$ cat src/design/hsr_defines.svh
// Constants for the hall sensor result readout block.
// Assumes an 8-bit register port driven by a serial-bus front end elsewhere.
//
// Summary of operation
// - Temperature result is 16 bits, high byte then low byte, read only.
// - X axis result is 16 bits in two consecutive read-only bytes.
// - Y axis result is 16 bits in two consecutive read-only bytes.
// - Z axis result is 16 bits in two consecutive read-only bytes.
// - Status bits 7..5 hold a read-only rolling count of completed sets.
// - Status bit 4 sets on power-on reset, clears when host writes one.
// - Status bit 1 reads one while any internal diagnostic fails.
// - Status bit 0 reads one when a full data set is ready.
// - Angle spans 0 to 360 degrees in low 13 bits of angle pair.
// - Low four angle bits are sixteenths of a degree.
// - An 8-bit read-only vector magnitude accompanies angle measurement.
// - Upper byte of the maker code is read only; no low byte is mapped, so 0x0E reads as unmapped.
`ifndef HSR_DEFINES_SVH
`define HSR_DEFINES_SVH

`define HSR_ADDR_MAKER_HI 8'h0F
`define HSR_ADDR_TEMP_HI 8'h10
`define HSR_ADDR_TEMP_LO 8'h11
`define HSR_ADDR_XAXIS_HI 8'h12
`define HSR_ADDR_XAXIS_LO 8'h13
`define HSR_ADDR_YAXIS_HI 8'h14
`define HSR_ADDR_YAXIS_LO 8'h15
`define HSR_ADDR_ZAXIS_HI 8'h16
`define HSR_ADDR_ZAXIS_LO 8'h17
`define HSR_ADDR_CONV_STATE 8'h18
`define HSR_ADDR_ANGLE_HI 8'h19
`define HSR_ADDR_ANGLE_LO 8'h1A
`define HSR_ADDR_MAGNITUDE 8'h1B

`define HSR_RST_RESULT 16'h0000
`define HSR_RST_BYTE 8'h00
`define HSR_RST_COUNT 3'h0
// Arbitrary neutral identification value
`define HSR_MAKER_UPPER_DEFAULT 8'hA5

`define HSR_ST_COUNT_HI 7
`define HSR_ST_COUNT_LO 5
`define HSR_ST_POR 4
`define HSR_ST_DIAG 1
`define HSR_ST_READY 0

`define HSR_ANGLE_BITS 13
`define HSR_ANGLE_MAX 13'h1680
`define HSR_CH_TEMP 0
`define HSR_CH_XAXIS 1
`define HSR_CH_YAXIS 2
`define HSR_CH_ZAXIS 3
`define HSR_CH_ANGLE 4

`endif

$ cat src/design/hsr_pkg.sv
// Types for the hall sensor result readout block.
// Assumes hsr_defines.svh for all numeric constants.
package hsr_pkg;
  typedef logic [15:0] hsr_word_t;
  typedef logic [7:0] hsr_byte_t;
  typedef enum logic [1:0] {
    HSR_IDLE = 2'b00,
    HSR_LATCH = 2'b01
  } hsr_state_t;
endpackage

$ cat src/design/hsr_readout.sv
// Result and status register set of a three-axis hall sensor.
// Assumes a bus front end on mclk presents byte reads and writes.
// Engine-side inputs come from logic on the same clock.
`timescale 1ns/1ps
`default_nettype none
`include "hsr_defines.svh"
module hsr_readout (
  input wire logic mclk,
  input wire logic reset,
  // Register port
  input wire logic [7:0] reg_addr,
  input wire logic reg_wr,
  input wire logic reg_rd,
  input wire logic [7:0] reg_wdata,
  output logic [7:0] reg_rdata,
  output logic reg_hit,
  // Conversion engine side
  input wire logic set_done,
  input wire logic conv_busy,
  input wire logic [4:0] chan_enable,
  input wire hsr_pkg::hsr_word_t temperature_channel_value,
  input wire hsr_pkg::hsr_word_t xaxis_field_value,
  input wire hsr_pkg::hsr_word_t yaxis_field_value,
  input wire hsr_pkg::hsr_word_t zaxis_field_value,
  input wire logic [12:0] angle_in,
  input wire hsr_pkg::hsr_byte_t magnitude_in,
  // Diagnostic levels
  input wire logic diag_supply_low,
  input wire logic diag_memory_crc,
  input wire logic diag_int_pin,
  input wire logic diag_clock,
  output logic data_ready
);
  import hsr_pkg::*;

  // ----------------------------------------
  // Result holders
  // ----------------------------------------
  hsr_word_t temp_q;
  hsr_word_t xaxis_q;
  hsr_word_t yaxis_q;
  hsr_word_t zaxis_q;
  hsr_word_t angle_q;
  logic [4:0] load;
  hsr_word_t angle_word;

  // Clamp keeps the reported angle inside the full turn
  always_comb begin
    angle_word = {3'b000, angle_in};
    if (angle_in > `HSR_ANGLE_MAX) begin
      angle_word = {3'b000, `HSR_ANGLE_MAX};
    end
  end

  // Only enabled channels move; disabled ones keep the last value
  assign load = chan_enable & {5{set_done}};

  hsr_result_reg u_temp (
    .mclk(mclk),
    .reset(reset),
    .load(load[`HSR_CH_TEMP]),
    .din(temperature_channel_value),
    .dout(temp_q)
  );
  hsr_result_reg u_xaxis (
    .mclk(mclk),
    .reset(reset),
    .load(load[`HSR_CH_XAXIS]),
    .din(xaxis_field_value),
    .dout(xaxis_q)
  );
  hsr_result_reg u_yaxis (
    .mclk(mclk),
    .reset(reset),
    .load(load[`HSR_CH_YAXIS]),
    .din(yaxis_field_value),
    .dout(yaxis_q)
  );
  hsr_result_reg u_zaxis (
    .mclk(mclk),
    .reset(reset),
    .load(load[`HSR_CH_ZAXIS]),
    .din(zaxis_field_value),
    .dout(zaxis_q)
  );
  hsr_result_reg u_angle (
    .mclk(mclk),
    .reset(reset),
    .load(load[`HSR_CH_ANGLE]),
    .din(angle_word),
    .dout(angle_q)
  );

  // ----------------------------------------
  // Magnitude and status
  // ----------------------------------------
  hsr_byte_t mag_d;
  hsr_byte_t mag_q;
  logic [2:0] count_d;
  logic [2:0] count_q;
  logic por_d;
  logic por_q;
  logic ready_d;
  logic ready_q;
  logic diag_d;
  logic diag_q;
  logic por_clear;

  assign por_clear = reg_wr && (reg_addr == `HSR_ADDR_CONV_STATE) &&
    reg_wdata[`HSR_ST_POR];

  always_comb begin
    mag_d = mag_q;
    count_d = count_q;
    por_d = por_q;
    ready_d = ready_q;
    if (load[`HSR_CH_ANGLE]) begin
      mag_d = magnitude_in;
    end
    if (set_done) begin
      count_d = count_q + 3'd1;
    end
    // Write one clears; power-on reset alone sets it
    if (por_clear) begin
      por_d = 1'b0;
    end
    // A completed set wins over a new conversion starting
    if (set_done) begin
      ready_d = 1'b1;
    end else if (conv_busy) begin
      ready_d = 1'b0;
    end
    diag_d = diag_supply_low | diag_memory_crc | diag_int_pin |
      diag_clock;
  end

  always_ff @(posedge mclk) begin
    if (reset) begin
      mag_q <= `HSR_RST_BYTE;
      count_q <= `HSR_RST_COUNT;
      por_q <= 1'b1;
      ready_q <= 1'b0;
      diag_q <= 1'b0;
    end else begin
      mag_q <= mag_d;
      count_q <= count_d;
      por_q <= por_d;
      ready_q <= ready_d;
      diag_q <= diag_d;
    end
  end

  assign data_ready = ready_q;

  // ----------------------------------------
  // Read decode
  // ----------------------------------------
  hsr_byte_t status_byte;
  hsr_byte_t rdata_d;
  hsr_byte_t rdata_q;
  logic hit_d;
  logic hit_q;

  always_comb begin
    status_byte = `HSR_RST_BYTE;
    status_byte[`HSR_ST_COUNT_HI:`HSR_ST_COUNT_LO] = count_q;
    status_byte[`HSR_ST_POR] = por_q;
    status_byte[`HSR_ST_DIAG] = diag_q;
    status_byte[`HSR_ST_READY] = ready_q;
  end

  // Unmapped addresses read zero with reg_hit low
  always_comb begin
    rdata_d = rdata_q;
    hit_d = hit_q;
    if (reg_rd) begin
      hit_d = 1'b1;
      case (reg_addr)
        `HSR_ADDR_MAKER_HI: rdata_d = `HSR_MAKER_UPPER_DEFAULT;
        `HSR_ADDR_TEMP_HI: rdata_d = temp_q[15:8];
        `HSR_ADDR_TEMP_LO: rdata_d = temp_q[7:0];
        `HSR_ADDR_XAXIS_HI: rdata_d = xaxis_q[15:8];
        `HSR_ADDR_XAXIS_LO: rdata_d = xaxis_q[7:0];
        `HSR_ADDR_YAXIS_HI: rdata_d = yaxis_q[15:8];
        `HSR_ADDR_YAXIS_LO: rdata_d = yaxis_q[7:0];
        `HSR_ADDR_ZAXIS_HI: rdata_d = zaxis_q[15:8];
        `HSR_ADDR_ZAXIS_LO: rdata_d = zaxis_q[7:0];
        `HSR_ADDR_CONV_STATE: rdata_d = status_byte;
        `HSR_ADDR_ANGLE_HI: rdata_d = angle_q[15:8];
        `HSR_ADDR_ANGLE_LO: rdata_d = angle_q[7:0];
        `HSR_ADDR_MAGNITUDE: rdata_d = mag_q;
        default: begin
          rdata_d = `HSR_RST_BYTE;
          hit_d = 1'b0;
        end
      endcase
    end
  end

  always_ff @(posedge mclk) begin
    if (reset) begin
      rdata_q <= `HSR_RST_BYTE;
      hit_q <= 1'b0;
    end else begin
      rdata_q <= rdata_d;
      hit_q <= hit_d;
    end
  end

  assign reg_rdata = rdata_q;
  assign reg_hit = hit_q;
endmodule
`default_nettype wire

$ cat src/design/hsr_result_reg.sv
// One 16-bit result holder loaded when a set completes.
// Assumes load pulses come from the same clock domain.
`timescale 1ns/1ps
`default_nettype none
`include "hsr_defines.svh"
module hsr_result_reg (
  input wire logic mclk,
  input wire logic reset,
  input wire logic load,
  input wire hsr_pkg::hsr_word_t din,
  output var hsr_pkg::hsr_word_t dout
);
  import hsr_pkg::*;
  hsr_word_t val_d;
  hsr_word_t val_q;

  always_comb begin
    val_d = val_q;
    if (load) begin
      val_d = din;
    end
  end

  always_ff @(posedge mclk) begin
    if (reset) begin
      val_q <= `HSR_RST_RESULT;
    end else begin
      val_q <= val_d;
    end
  end

  assign dout = val_q;
endmodule
`default_nettype wire

$ cat config.mk
export PLATFORM = sky130hd
export DESIGN_NAME = hsr_readout
export DESIGN_NICKNAME = d
export VERILOG_FILES = /design/src/design/hsr_pkg.sv /design/src/design/hsr_readout.sv /design/src/design/hsr_result_reg.sv
export VERILOG_INCLUDE_DIRS = /design/src /design/src/design
export SDC_FILE = /design/constraint.sdc
export NUM_CORES = 1
export LEC_CHECK = 0
export BUFFER_PORTS_ARGS = -buffer_cell sky130_fd_sc_hd__buf_2
export CORE_ASPECT_RATIO = 0.8
export CORE_MARGIN = 2
export CORE_UTILIZATION = 54
export CTS_BUF_LIST = sky130_fd_sc_hd__clkbuf_8
export CTS_CLUSTER_SIZE = 20
export DETAILED_ROUTE_END_ITERATION = 8
export PLACE_DENSITY = 0.82
export SYNTH_ARGS = -nofsm -noshare
export SYNTH_HDL_FRONTEND = slang
export SYNTH_SLANG_ARGS = --single-unit
$ cat constraint.sdc
create_clock -name mclk -period 2.6 [get_ports mclk]
set_input_delay 0.52 -clock mclk [delete_from_list [all_inputs] [get_ports mclk]]
set_output_delay 0.52 -clock mclk [all_outputs]
set_load 0.005 [all_outputs]
==> metrics.csv, run 1 <==
stage,metric,value,unit
status,status,"complete, no violations",
setup_path,Worst Setup Start Kind,primary input,
setup_path,Crit Path Class,in -> reg,
clock_network,CTS tree,built,
clock_network,CTS resizes,0,
yosys,distinct cell type count after synthesis,59,
die,# rows,30,
die,initial core utilization,54.8,%
clock_network,TritonCTS Sinks,100,
sta,fmax,511,MHz
die,die footprint,9250,sq um
finish,layout cell share with drive strength beyond 1,23.8,%
finish,Seq. cell area,2000,sq um
global_routing,antenna violations before repair,0,
sta,clk_skew,10.3,ps
power,Comb pwr share,12.2,%
sta,crit path time final,1960,ps
drt,WL/cell,17.1,um
yosys,"Avg Cell Area, Syn",7.90,sq um
clock_network,# H-tree levels,3,
setup_path,Critical Path RT,2890,ps
yosys,synthesized flop and latch total,100,
global_routing,total track usage,29.8,%
setup_path,WP data arrival,2250,ps
power,total power per unit cell area,572,nW/um^2
clock_network,Post-CTS Setup Repair Bufs,0,
power,Switching Share,25.9,%
sta,WHS,378,ps
clock_network,clk_lat worst skew,360,ps
power,Clock Power Share,35.5,%
finish,area of the multi-input gates,2370,sq um
sta,Final Hold Vio Count,0,
sta,Final Cycle Share,75.2,%
sta,Setup TNS,0,ps
placed_design,GPL Wtd Cong,0.912,
finish,final core occ,65.5,%
die,core region area,8370,sq um
die,Die Ht,86.4,um
yosys,Synth Flop Type,dfxtp_1,
placed_design,Post-DP Area,5260,sq um
drt,final WL,13600,um
power,internal power,2.32,mW
yosys,post-synth net total,697,
yosys,Mapped Cells,580,
yosys,sequential share of the synthesized area,43.7,%
yosys,synthesized area,4580,sq um
finish,fin nets,799,
clock_network,cts bufs inserted,9,
yosys,Yosys warnings,0,
clock_network,Root Driver,clkbuf_8,
worst_hold_path,Hold Crit Class,in -> reg,
drt,Residual DRC,0,
clock_network,"Clk pin slew, worst setup/hold paths",100,ps
sta,worst-margin pin slew,660,ps
finish,ANT cells,0,
drt,drt pass-1 iters,6,
job,number of max-cap violations,0,
global_routing,first-pass GRT wire length,21300,um
power,leakage power,2.17,nW
finish,Final Cell Area,5480,sq um
die,Top Ports,126,
yosys,async set-reset flop share out of synthesis,0,%
sta,Final Setup Violations,0,
drt,total number of vias,4615,
global_routing,GR Overflow Total,0,
power,sequential power share,52.3,%
global_routing,vias in the first global route,4230,
drt,post-route antenna net violation count,0,
die,die width,107,um
setup_path,CP Capture Type,flip-flop,
power,Sw Pwr,0.811,mW
drt,DRT iter0 DRCs,402,
drt,Avg Vias per Cell,5.78,
finish,Synth-to-Final Area Change,19.6,%
global_routing,largest net degree at the start of global routing,29,
sta,RSZ-0062 raised after global routing,false,
sta,"Slew Viols, Final",0,
clock_network,Max clock buf depth,2,
finish,number of fill cells in the layout,750,
yosys,Post-synth EDFFs,0,
sta,relative slew slack,56.0,%
clock_network,# hold bufs at CTS,0,
placed_design,dpl hpwl,10300,um
placed_design,PortBufs,118,
power,Worst VDD drop,361,uV
setup_path,CP max FO,11,
[stage by stage]
step                power (mW)  setup WS [ps]  std cells
finish                    3.14            644        798
detailed placement        2.05            312        783
floorplan                 1.88            633        580
global route              3.26            584        798
CTS                       3.15            680        798
global placement          2.04            306        783
[layout make-up]
| type | instances | area share (%) |
|---|---|---|
| timing repair buffer | 135 | 13.1 |
| tap | 112 | 2.56 |
| sequential | 100 | 36.5 |
| clock inverter | 5 | 1.55 |
| inverter | 7 | 0.479 |
| clock buffer | 10 | 2.51 |
| multi-input combinational | 429 | 43.3 |
[placed cells by master, fill, tap and decap left out, types with 4 or more instances in the layout]
master and count:
nand2_1 165, buf_2 118, dfxtp_1 100, a21oi_1 82, nor2_1 20, a22oi_1 18
buf_4 17, clkbuf_8 10, nand3_1 9, mux2i_1 8, nand2b_1 8, o21ai_0 8
nor3_1 8, nor2b_1 7, and2_1 6, a22o_1 6, mux2_1 6, nand4_1 6
inv_1 5, a31oi_1 5, mux2_2 5, o22ai_1 4, nor4_1 4, and3_1 4
[worst paths after layout]
check | start | endpoint | slack (ps) | cells past startpoint
worst min register to register | u_zaxis.dout[13]$_SDFFE_PP0P_ | u_zaxis.dout[13]$_SDFFE_PP0P_ | 460 | 2
worst min-delay path | diag_memory_crc | diag_q$_SDFF_PP0_ | 380 | 3
worst max-delay path | reg_addr[5] | reg_rdata[4]$_SDFFE_PP0P_ | 640 | 6
worst max register to register | u_angle.dout[1]$_SDFFE_PP0P_ | reg_rdata[1]$_SDFFE_PP0P_ | 1020 | 5
[sequential cells by signal (all words and copies together) (netlist names)]
signal        cells
u_temp.dout      16
u_xaxis.dout     16
u_yaxis.dout     16
u_zaxis.dout     16
u_angle.dout     13
mag_q             8
reg_rdata         8
count_q           3
data_ready        1
diag_q            1
por_q             1
reg_hit           1
[cell usage after synthesis, types with 2 or more instances]
master	count	share of area [%]
a2111oi_0	2	0.38
a211oi_1	2	0.33
a21o_1	3	0.49
a21oi_1	82	9.0
a221oi_1	3	0.57
a22o_1	6	1.1
a22oi_1	18	2.9
a2bb2oi_1	2	0.38
a311oi_1	2	0.38
a31oi_1	5	0.68
and2_1	6	0.82
and3_1	4	0.55
buf_1	5	0.41
buf_2	8	0.87
clkbuf_1	30	2.5
clkinv_1	2	0.16
dfxtp_1	100	44
inv_1	5	0.41
mux2_1	6	1.5
mux2_2	5	1.2
mux2i_1	8	1.7
nand2_1	165	14
nand2b_1	8	1.1
nand3_1	9	0.98
nand3b_1	3	0.49
nand4_1	6	0.82
nor2_1	20	1.6
nor2b_1	7	0.96
nor3_1	8	0.87
nor3_4	2	0.71
nor3b_1	2	0.33
nor4_1	4	0.55
nor4b_1	2	0.38
o211a_1	2	0.44
o21ai_0	8	0.87
o21ai_1	2	0.22
o22ai_1	4	0.55
o32a_1	2	0.44
o32ai_1	2	0.38
[cells by family after synthesis]
kind of cell    after synthesis  synth area share (%)
simple gates                251                  25.2
compound gates              156                  21.4
flops                       100                  43.7
buf+inv                      51                  4.56
mux                          19                  4.45
xor+xnor                      2                 0.382
fa+ha+maj                     1                 0.273
[power by group through the flow]
stage	Clock (mW)	Sequential (mW)	Combinational (mW)
floorplan	0	1.66	0.221
global placement	0	1.67	0.365
detailed placement	0	1.67	0.375
CTS	1.13	1.64	0.378
global route	1.19	1.65	0.419
finish	1.11	1.64	0.382
[critical path: stages]
cell	delay, ps
buf_2	130
or4b_4	650
nor3_4	350
a31oi_1	140
a221o_1	340
a21oi_2	110
[metal layers]
| metal | GRT usage (%) | wire, um |
|---|---|---|
| met5 | 0 | 0 |
| met4 | 7.44 | 186 |
| met3 | 5.71 | 1020 |
| met2 | 46.1 | 5960 |
| met1 | 43.2 | 6440 |
Power figures use the tool's default switching activity.
==> run 2, diff against run 1 <==
--- a/config.mk
+++ b/config.mk
@@ -9,11 +9,11 @@
 export BUFFER_PORTS_ARGS = -buffer_cell sky130_fd_sc_hd__buf_2
 export CORE_ASPECT_RATIO = 0.8
 export CORE_MARGIN = 2
-export CORE_UTILIZATION = 54
+export CORE_UTILIZATION = 49
 export CTS_BUF_LIST = sky130_fd_sc_hd__clkbuf_8
 export CTS_CLUSTER_SIZE = 20
 export DETAILED_ROUTE_END_ITERATION = 8
-export PLACE_DENSITY = 0.82
+export PLACE_DENSITY = 0.78
 export SYNTH_ARGS = -nofsm -noshare
 export SYNTH_HDL_FRONTEND = slang
 export SYNTH_SLANG_ARGS = --single-unit
==> constraint.sdc (replaced) <==
create_clock -name mclk -period 1.6 [get_ports mclk]
set_input_delay 0.32 -clock mclk [delete_from_list [all_inputs] [get_ports mclk]]
set_output_delay 0.32 -clock mclk [all_outputs]
set_load 0.005 [all_outputs]
==> run 2 against run 1 <==
Compared with the run above:
- the run now ends with negative setup slack left
- design area is 7.8% higher
- sequential share of layout area is 2.6 points lower
- first-iteration DRC count is 7.7% lower
- clock-buffer cell count is 1 lower
- worst setup slack worse by 650 ps
- power is 57% higher
- critical path type unchanged
- critical endpoint unchanged
- largest power group unchanged
==> metrics.csv, run 2 (synthesis gave the netlist of run 1 again) <==
stage,metric,value,unit
status,status,"finished, violations left",
status,failing checks,negative setup slack,
placed_design,Post-DP Area,5660,sq um
finish,Layout Cells excl Fill,855,
die,Die Ht,90.5,um
finish,Final Cell Area,5910,sq um
global_routing,total track usage,30.6,%
die,die width,112,um
power,total power per unit cell area,832,nW/um^2
sta,fmax,621,MHz
worst_hold_path,Hold Crit Endpoint,u_yaxis.dout[9]$_SDFFE_PP0P_,
die,# rows,31,
setup_path,reg2reg end,reg_rdata[2]$_SDFFE_PP0P_,
worst_hold_path,Hold Path Cell Cnt,3,
clock_network,# H-tree levels,3,
worst_hold_path,Hold Crit Class,in -> reg,
clock_network,Max clock buf depth,2,
drt,Residual DRC,0,
placed_design,dpl cells,836,
setup_path,Reg2Reg Setup Slack,80,ps
finish,number of fill cells in the layout,820,
setup_path,Crit Path Class,in -> reg,
drt,WL/cell,18.0,um
finish,Synth-to-Final Area Change,28.9,%
sta,WHS,159,ps
clock_network,cts bufs inserted,9,
setup_path,Worst Setup Start Kind,primary input,
drt,drt pass-1 iters,5,
finish,"commonest non-fill, non-tap cell in the layout",nand2_1,
drt,DRT iter0 DRCs,371,
power,leakage power,2.42,nW
die,Top Ports,126,
global_routing,GR Overflow Total,0,
setup_path,CP max FO,5,
clock_network,CTS tree,built,
finish,layout cell share with drive strength beyond 1,30.0,%
die,core region area,9080,sq um
die,initial core utilization,50.5,%
sta,fin worst setup slack,-9.26,ps
drt,post-route antenna net violation count,0,
global_routing,largest net degree at the start of global routing,60,
worst_hold_path,worst hold start,yaxis_field_value[9],
global_routing,antenna violations before repair,0,
job,number of max-cap violations,0,
clock_network,TritonCTS Sinks,100,
global_routing,first-pass GRT wire length,24300,um
sta,clk_skew,12.0,ps
setup_path,Critical Path RT,1920,ps
sta,crit path time final,1610,ps
power,Worst VDD drop,610,uV
finish,fin nets,852,
placed_design,dpl hpwl,12000,um
clock_network,clk_lat worst skew,380,ps
finish,ANT cells,0,
sta,relative slew slack,71.9,%
sta,worst-margin pin slew,411,ps
die,die footprint,10200,sq um
clock_network,"Clk pin slew, worst setup/hold paths",110,ps
global_routing,vias in the first global route,4635,
setup_path,CP Capture Type,flip-flop,
sta,Final Setup Violations,1,
placed_design,GPL Wtd Cong,0.965,
setup_path,depth of the worst register-to-register path,5,
drt,total number of vias,4799,
sta,Final Cycle Share,101,%
drt,Avg Vias per Cell,5.61,
drt,final WL,15400,um
sta,Final Hold Vio Count,0,
finish,"commonest non-fill, non-tap cells in the layout","nand2_1, buf_2, dfxtp_1",
power,Pwr Total,4.91,mW
setup_path,r2r startpoint,mag_q[2]$_SDFFE_PP0P_,
sta,RSZ-0062 raised after global routing,true,
sta,"Slew Viols, Final",0,
placed_design,PortBufs,118,
setup_path,WP data arrival,1930,ps
clock_network,Root Driver,clkbuf_8,
run 2: cell count changes in the layout (fill, tap and decap cells not counted), sizes merged:
cell	delta
clkbuf	-1
clkinv	+1
inv	+3
buf	+53
bufinv	-2
run 2: area by class of cell:
type | count | area, sq um | share of cell area, %
clock buffers | 9 | 124 | 2.10
multi-input cells | 429 | 2400 | 40.7
inverters | 7 | 26.3 | 0.445
repair buffers | 188 | 1150 | 19.5
clock inverters | 7 | 57.6 | 0.974
well taps | 115 | 144 | 2.44
flip-flops and latches | 100 | 2000 | 33.9
run 2: repair_timing:
item	in CTS	in global routing
hold endpoints to repair	0	0
buffers inserted	0	3
gates resized for setup	0	10
setup endpoints to repair	0	4
hold buffers	0	0
run 2: critical path, cell delays in order:
cell and delay, ps:
buf_2 130, or4b_4 580, nor3_4 200, buf_4 140, a31oi_1 110, a221o_1 340, a21oi_2 110
run 2: power by group:
| group | internal [mW] | switching [mW] |
|---|---|---|
| clock | 0.587 | 0.930 |
| sequential | 2.60 | 0.0772 |
| combinational | 0.331 | 0.392 |
| total | 3.51 | 1.40 |
run 2: how the worst max path moves through the flow:
stage	startpoint	to	slack, ps	cells after the start
6_report	reg_addr[7]	reg_rdata[4]$_SDFFE_PP0P_	-9	7
5_1_grt	reg_addr[7]	reg_rdata[5]$_SDFFE_PP0P_	-40	6
3_5_place_dp	reg_addr[5]	reg_rdata[2]$_SDFFE_PP0P_	-370	6
3_3_place_gp	reg_addr[5]	reg_rdata[5]$_SDFFE_PP0P_	-360	6
4_1_cts	reg_addr[5]	reg_rdata[2]$_SDFFE_PP0P_	20	7
2_1_floorplan	reg_addr[5]	reg_rdata[4]$_SDFFE_PP0P_	-170	6
run 2: per-layer routing:
layer	part of all wire [%]	vias to the layer above	wire [um]	GRT usage [%]
met5	0	-	0	0
met4	1.5	0	228	7.22
met3	6.2	19	946	5.57
met2	44	167	6810	46.8
met1	48	2283	7380	44.9
li1	-	2330	-	-
run 2: metrics by stage:
stage | setup WS (ps) | util [%] | TNS [ps]
floorplan | -166 | - | -429
global placement | -361 | 62.4 | -2590
detailed placement | -369 | 62.4 | -2560
CTS | 19.0 | 64.4 | 0
global route | -40.6 | 65.1 | -96.5
finish | -9.26 | 65.1 | -9.26
==> run 3, diff against run 2 <==
--- a/config.mk
+++ b/config.mk
@@ -6,14 +6,13 @@
 export SDC_FILE = /design/constraint.sdc
 export NUM_CORES = 1
 export LEC_CHECK = 0
-export BUFFER_PORTS_ARGS = -buffer_cell sky130_fd_sc_hd__buf_2
-export CORE_ASPECT_RATIO = 0.8
 export CORE_MARGIN = 2
-export CORE_UTILIZATION = 49
+export CORE_UTILIZATION = 55
 export CTS_BUF_LIST = sky130_fd_sc_hd__clkbuf_8
 export CTS_CLUSTER_SIZE = 20
 export DETAILED_ROUTE_END_ITERATION = 8
-export PLACE_DENSITY = 0.78
+export DONT_BUFFER_PORTS = 1
+export PLACE_DENSITY = 0.73
 export SYNTH_ARGS = -nofsm -noshare
 export SYNTH_HDL_FRONTEND = slang
 export SYNTH_SLANG_ARGS = --single-unit
==> run 3 against run 2 <==
Compared with the run above:
- the run now ends clean
- maximum frequency increased by 5.7%
- critical path depth decreased by 2
- sequential power about the same
- design area decreased by 14%
- combinational power decreased by 35%
- via count decreased by 7.9%
- cell count decreased by 18%
- critical path type is now reg -> reg
- critical endpoint is now reg_rdata[1]$_SDFFE_PP0P_
==> metrics.csv, run 3 (synthesis gave the netlist of run 1 again) <==
stage,metric,value,unit
setup_path,CP max FO,2,
clock_network,cts bufs inserted,9,
global_routing,met1 usage,45.4,%
sta,"Slew Viols, Final",0,
finish,number of fill cells in the layout,761,
placed_design,dpl hpwl,9990,um
global_routing,antenna violations before repair,0,
global_routing,busiest grt layer,met2,
clock_network,TritonCTS Sinks,100,
job,number of max-cap violations,0,
finish,fin nets,704,
drt,Avg Vias per Cell,6.34,
finish,layout cell share with drive strength beyond 1,8.95,%
global_routing,total track usage,33.7,%
power,Switching Share,27.0,%
die,initial core utilization,56.4,%
sta,RSZ-0062 raised after global routing,false,
sta,Final Cycle Share,95.1,%
clock_network,# H-tree levels,3,
sta,Setup TNS,0,ps
sta,Final Hold Vio Count,0,
worst_hold_path,worst hold start,reset,
drt,drt pass-1 iters,6,
setup_path,CP Capture Type,flip-flop,
global_routing,met3 Usage GRT,10.0,%
power,Comb pwr share,9.7,%
sta,crit path time final,1520,ps
global_routing,largest net degree at the start of global routing,58,
placed_design,dpl ws,-257,ps
global_routing,first-pass GRT wire length,22500,um
drt,Residual DRC,0,
clock_network,CTS resizes,0,
setup_path,critical path's slowest cell,dfxtp_1,
clock_network,Max clock buf depth,2,
power,leakage power,1.79,nW
sta,clk_skew,8.25,ps
clock_network,"Clk pin slew, worst setup/hold paths",100,ps
status,status,"complete, no violations",
placed_design,GPL Wtd Cong,0.987,
setup_path,Crit Path Class,reg -> reg,
global_routing,vias in the first global route,4165,
sta,relative slew slack,38.7,%
placed_design,PortBufs,0,
setup_path,reg2reg end,reg_rdata[1]$_SDFFE_PP0P_,
finish,"commonest non-fill, non-tap cells in the layout","nand2_1, dfxtp_1, a21oi_1",
sta,fmax,657,MHz
finish,"commonest non-fill, non-tap cell in the layout",nand2_1,
die,# rows,33,
die,core region area,8130,sq um
global_routing,GR Overflow Total,0,
power,internal power,3.54,mW
setup_path,Critical Path RT,1870,ps
sta,Final Setup Violations,0,
power,Clock Power Share,35.3,%
drt,total number of vias,4421,
setup_path,Reg2Reg Setup Slack,80,ps
power,Worst VDD drop,471,uV
clock_network,CTS tree,built,
die,Die Ht,95.3,um
power,sequential power share,55.1,%
sta,worst-margin pin slew,916,ps
setup_path,depth of the worst register-to-register path,5,
worst_hold_path,Hold Path Cell Cnt,1,
finish,ANT cells,0,
die,die width,95.3,um
worst_hold_path,Hold Crit Endpoint,mag_q[1]$_SDFFE_PP0P_,
setup_path,Worst Setup Start Kind,flip-flop,
power,total power per unit cell area,952,nW/um^2
setup_path,critical path's largest stage delay,320,ps
power,Sw Pwr,1.31,mW
clock_network,clk_lat worst skew,380,ps
finish,Layout Cells excl Fill,697,
drt,final WL,15200,um
clock_network,Root Driver,clkbuf_8,
clock_network,Post-CTS Setup Repair Bufs,0,
drt,WL/cell,21.8,um
setup_path,WP data arrival,1790,ps
drt,post-route antenna net violation count,0,
placed_design,dpl cells,666,
die,Top Ports,126,
setup_path,r2r startpoint,u_angle.dout[1]$_SDFFE_PP0P_,
setup_path,crit-path cells,mux2_1 > a22oi_1 > nor3_1 > nor4_1 > o32ai_1,
worst_hold_path,Hold Crit Class,in -> reg,
global_routing,GR Layer Usage met2,51.2,%
die,die footprint,9080,sq um
drt,DRT iter0 DRCs,363,
finish,Synth-to-Final Area Change,11.1,%
sta,fin worst setup slack,77.9,ps
run 3: critical path, delay by kind of cell, from the launching register on:
family	cells	cell delay, ps
compound gates	2	410
mux	1	320
flops	1	320
simple gates	2	360
run 3: area by class of cell:
| class | count | area (sq um) | share of cell area, % |
|---|---|---|---|
| Clock buffer | 9 | 124 | 2.43 |
| Clock inverter | 7 | 83.8 | 1.65 |
| Inverter | 7 | 26.3 | 0.516 |
| Multi-Input combinational cell | 429 | 2370 | 46.6 |
| Sequential cell | 100 | 2000 | 39.3 |
| Tap cell | 105 | 131 | 2.58 |
| Timing Repair Buffer | 40 | 350 | 6.88 |
run 3: stage by stage:
| step | total power, mW | utilization [%] | hold slack [ps] | area (sq um) |
|---|---|---|---|---|
| 6_report | 4.85 | 62.6 | 1.85 | 5090 |
| 5_1_grt | 5.02 | 62.6 | 0.0998 | 5090 |
| 4_1_cts | 4.83 | 62.2 | 0.291 | 5060 |
| 3_5_place_dp | 3.11 | 58.2 | 395 | 4730 |
| 3_3_place_gp | 3.09 | 58.2 | 392 | 4730 |
| 2_1_floorplan | 3.05 | - | 427 | 4590 |
run 3: how the worst max path moves through the flow:
stage,to,cells past startpoint,start,slack [ps]
5_1_grt,reg_rdata[1]$_SDFFE_PP0P_,5,u_angle.dout[1]$_SDFFE_PP0P_,8
3_3_place_gp,reg_rdata[4]$_SDFFE_PP0P_,6,reg_addr[5],-250
3_5_place_dp,reg_rdata[4]$_SDFFE_PP0P_,6,reg_addr[5],-260
4_1_cts,reg_rdata[1]$_SDFFE_PP0P_,5,u_angle.dout[1]$_SDFFE_PP0P_,40
2_1_floorplan,reg_rdata[4]$_SDFFE_PP0P_,6,reg_addr[5],-170
6_report,reg_rdata[1]$_SDFFE_PP0P_,5,u_angle.dout[1]$_SDFFE_PP0P_,80
run 3: power groups by stage:
stage	combinational, mW	sequential, mW	clock, mW
2_1_floorplan	0.363	2.69	0
3_3_place_gp	0.373	2.72	0
3_5_place_dp	0.382	2.72	0
4_1_cts	0.441	2.67	1.73
5_1_grt	0.514	2.68	1.82
6_report	0.469	2.67	1.71
run 3: timing repair:
item,4_1_cts,5_1_grt
hold buffers,12,3
endpoints found under the hold margin,19,16
setup endpoints to repair,0,1
run 3: routing by layer:
metal | routed length, um | vias up
li1 | - | 2046
met1 | 6390 | 2051
met2 | 6650 | 277
met3 | 1650 | 47
met4 | 504 | 0
met5 | 0 | -
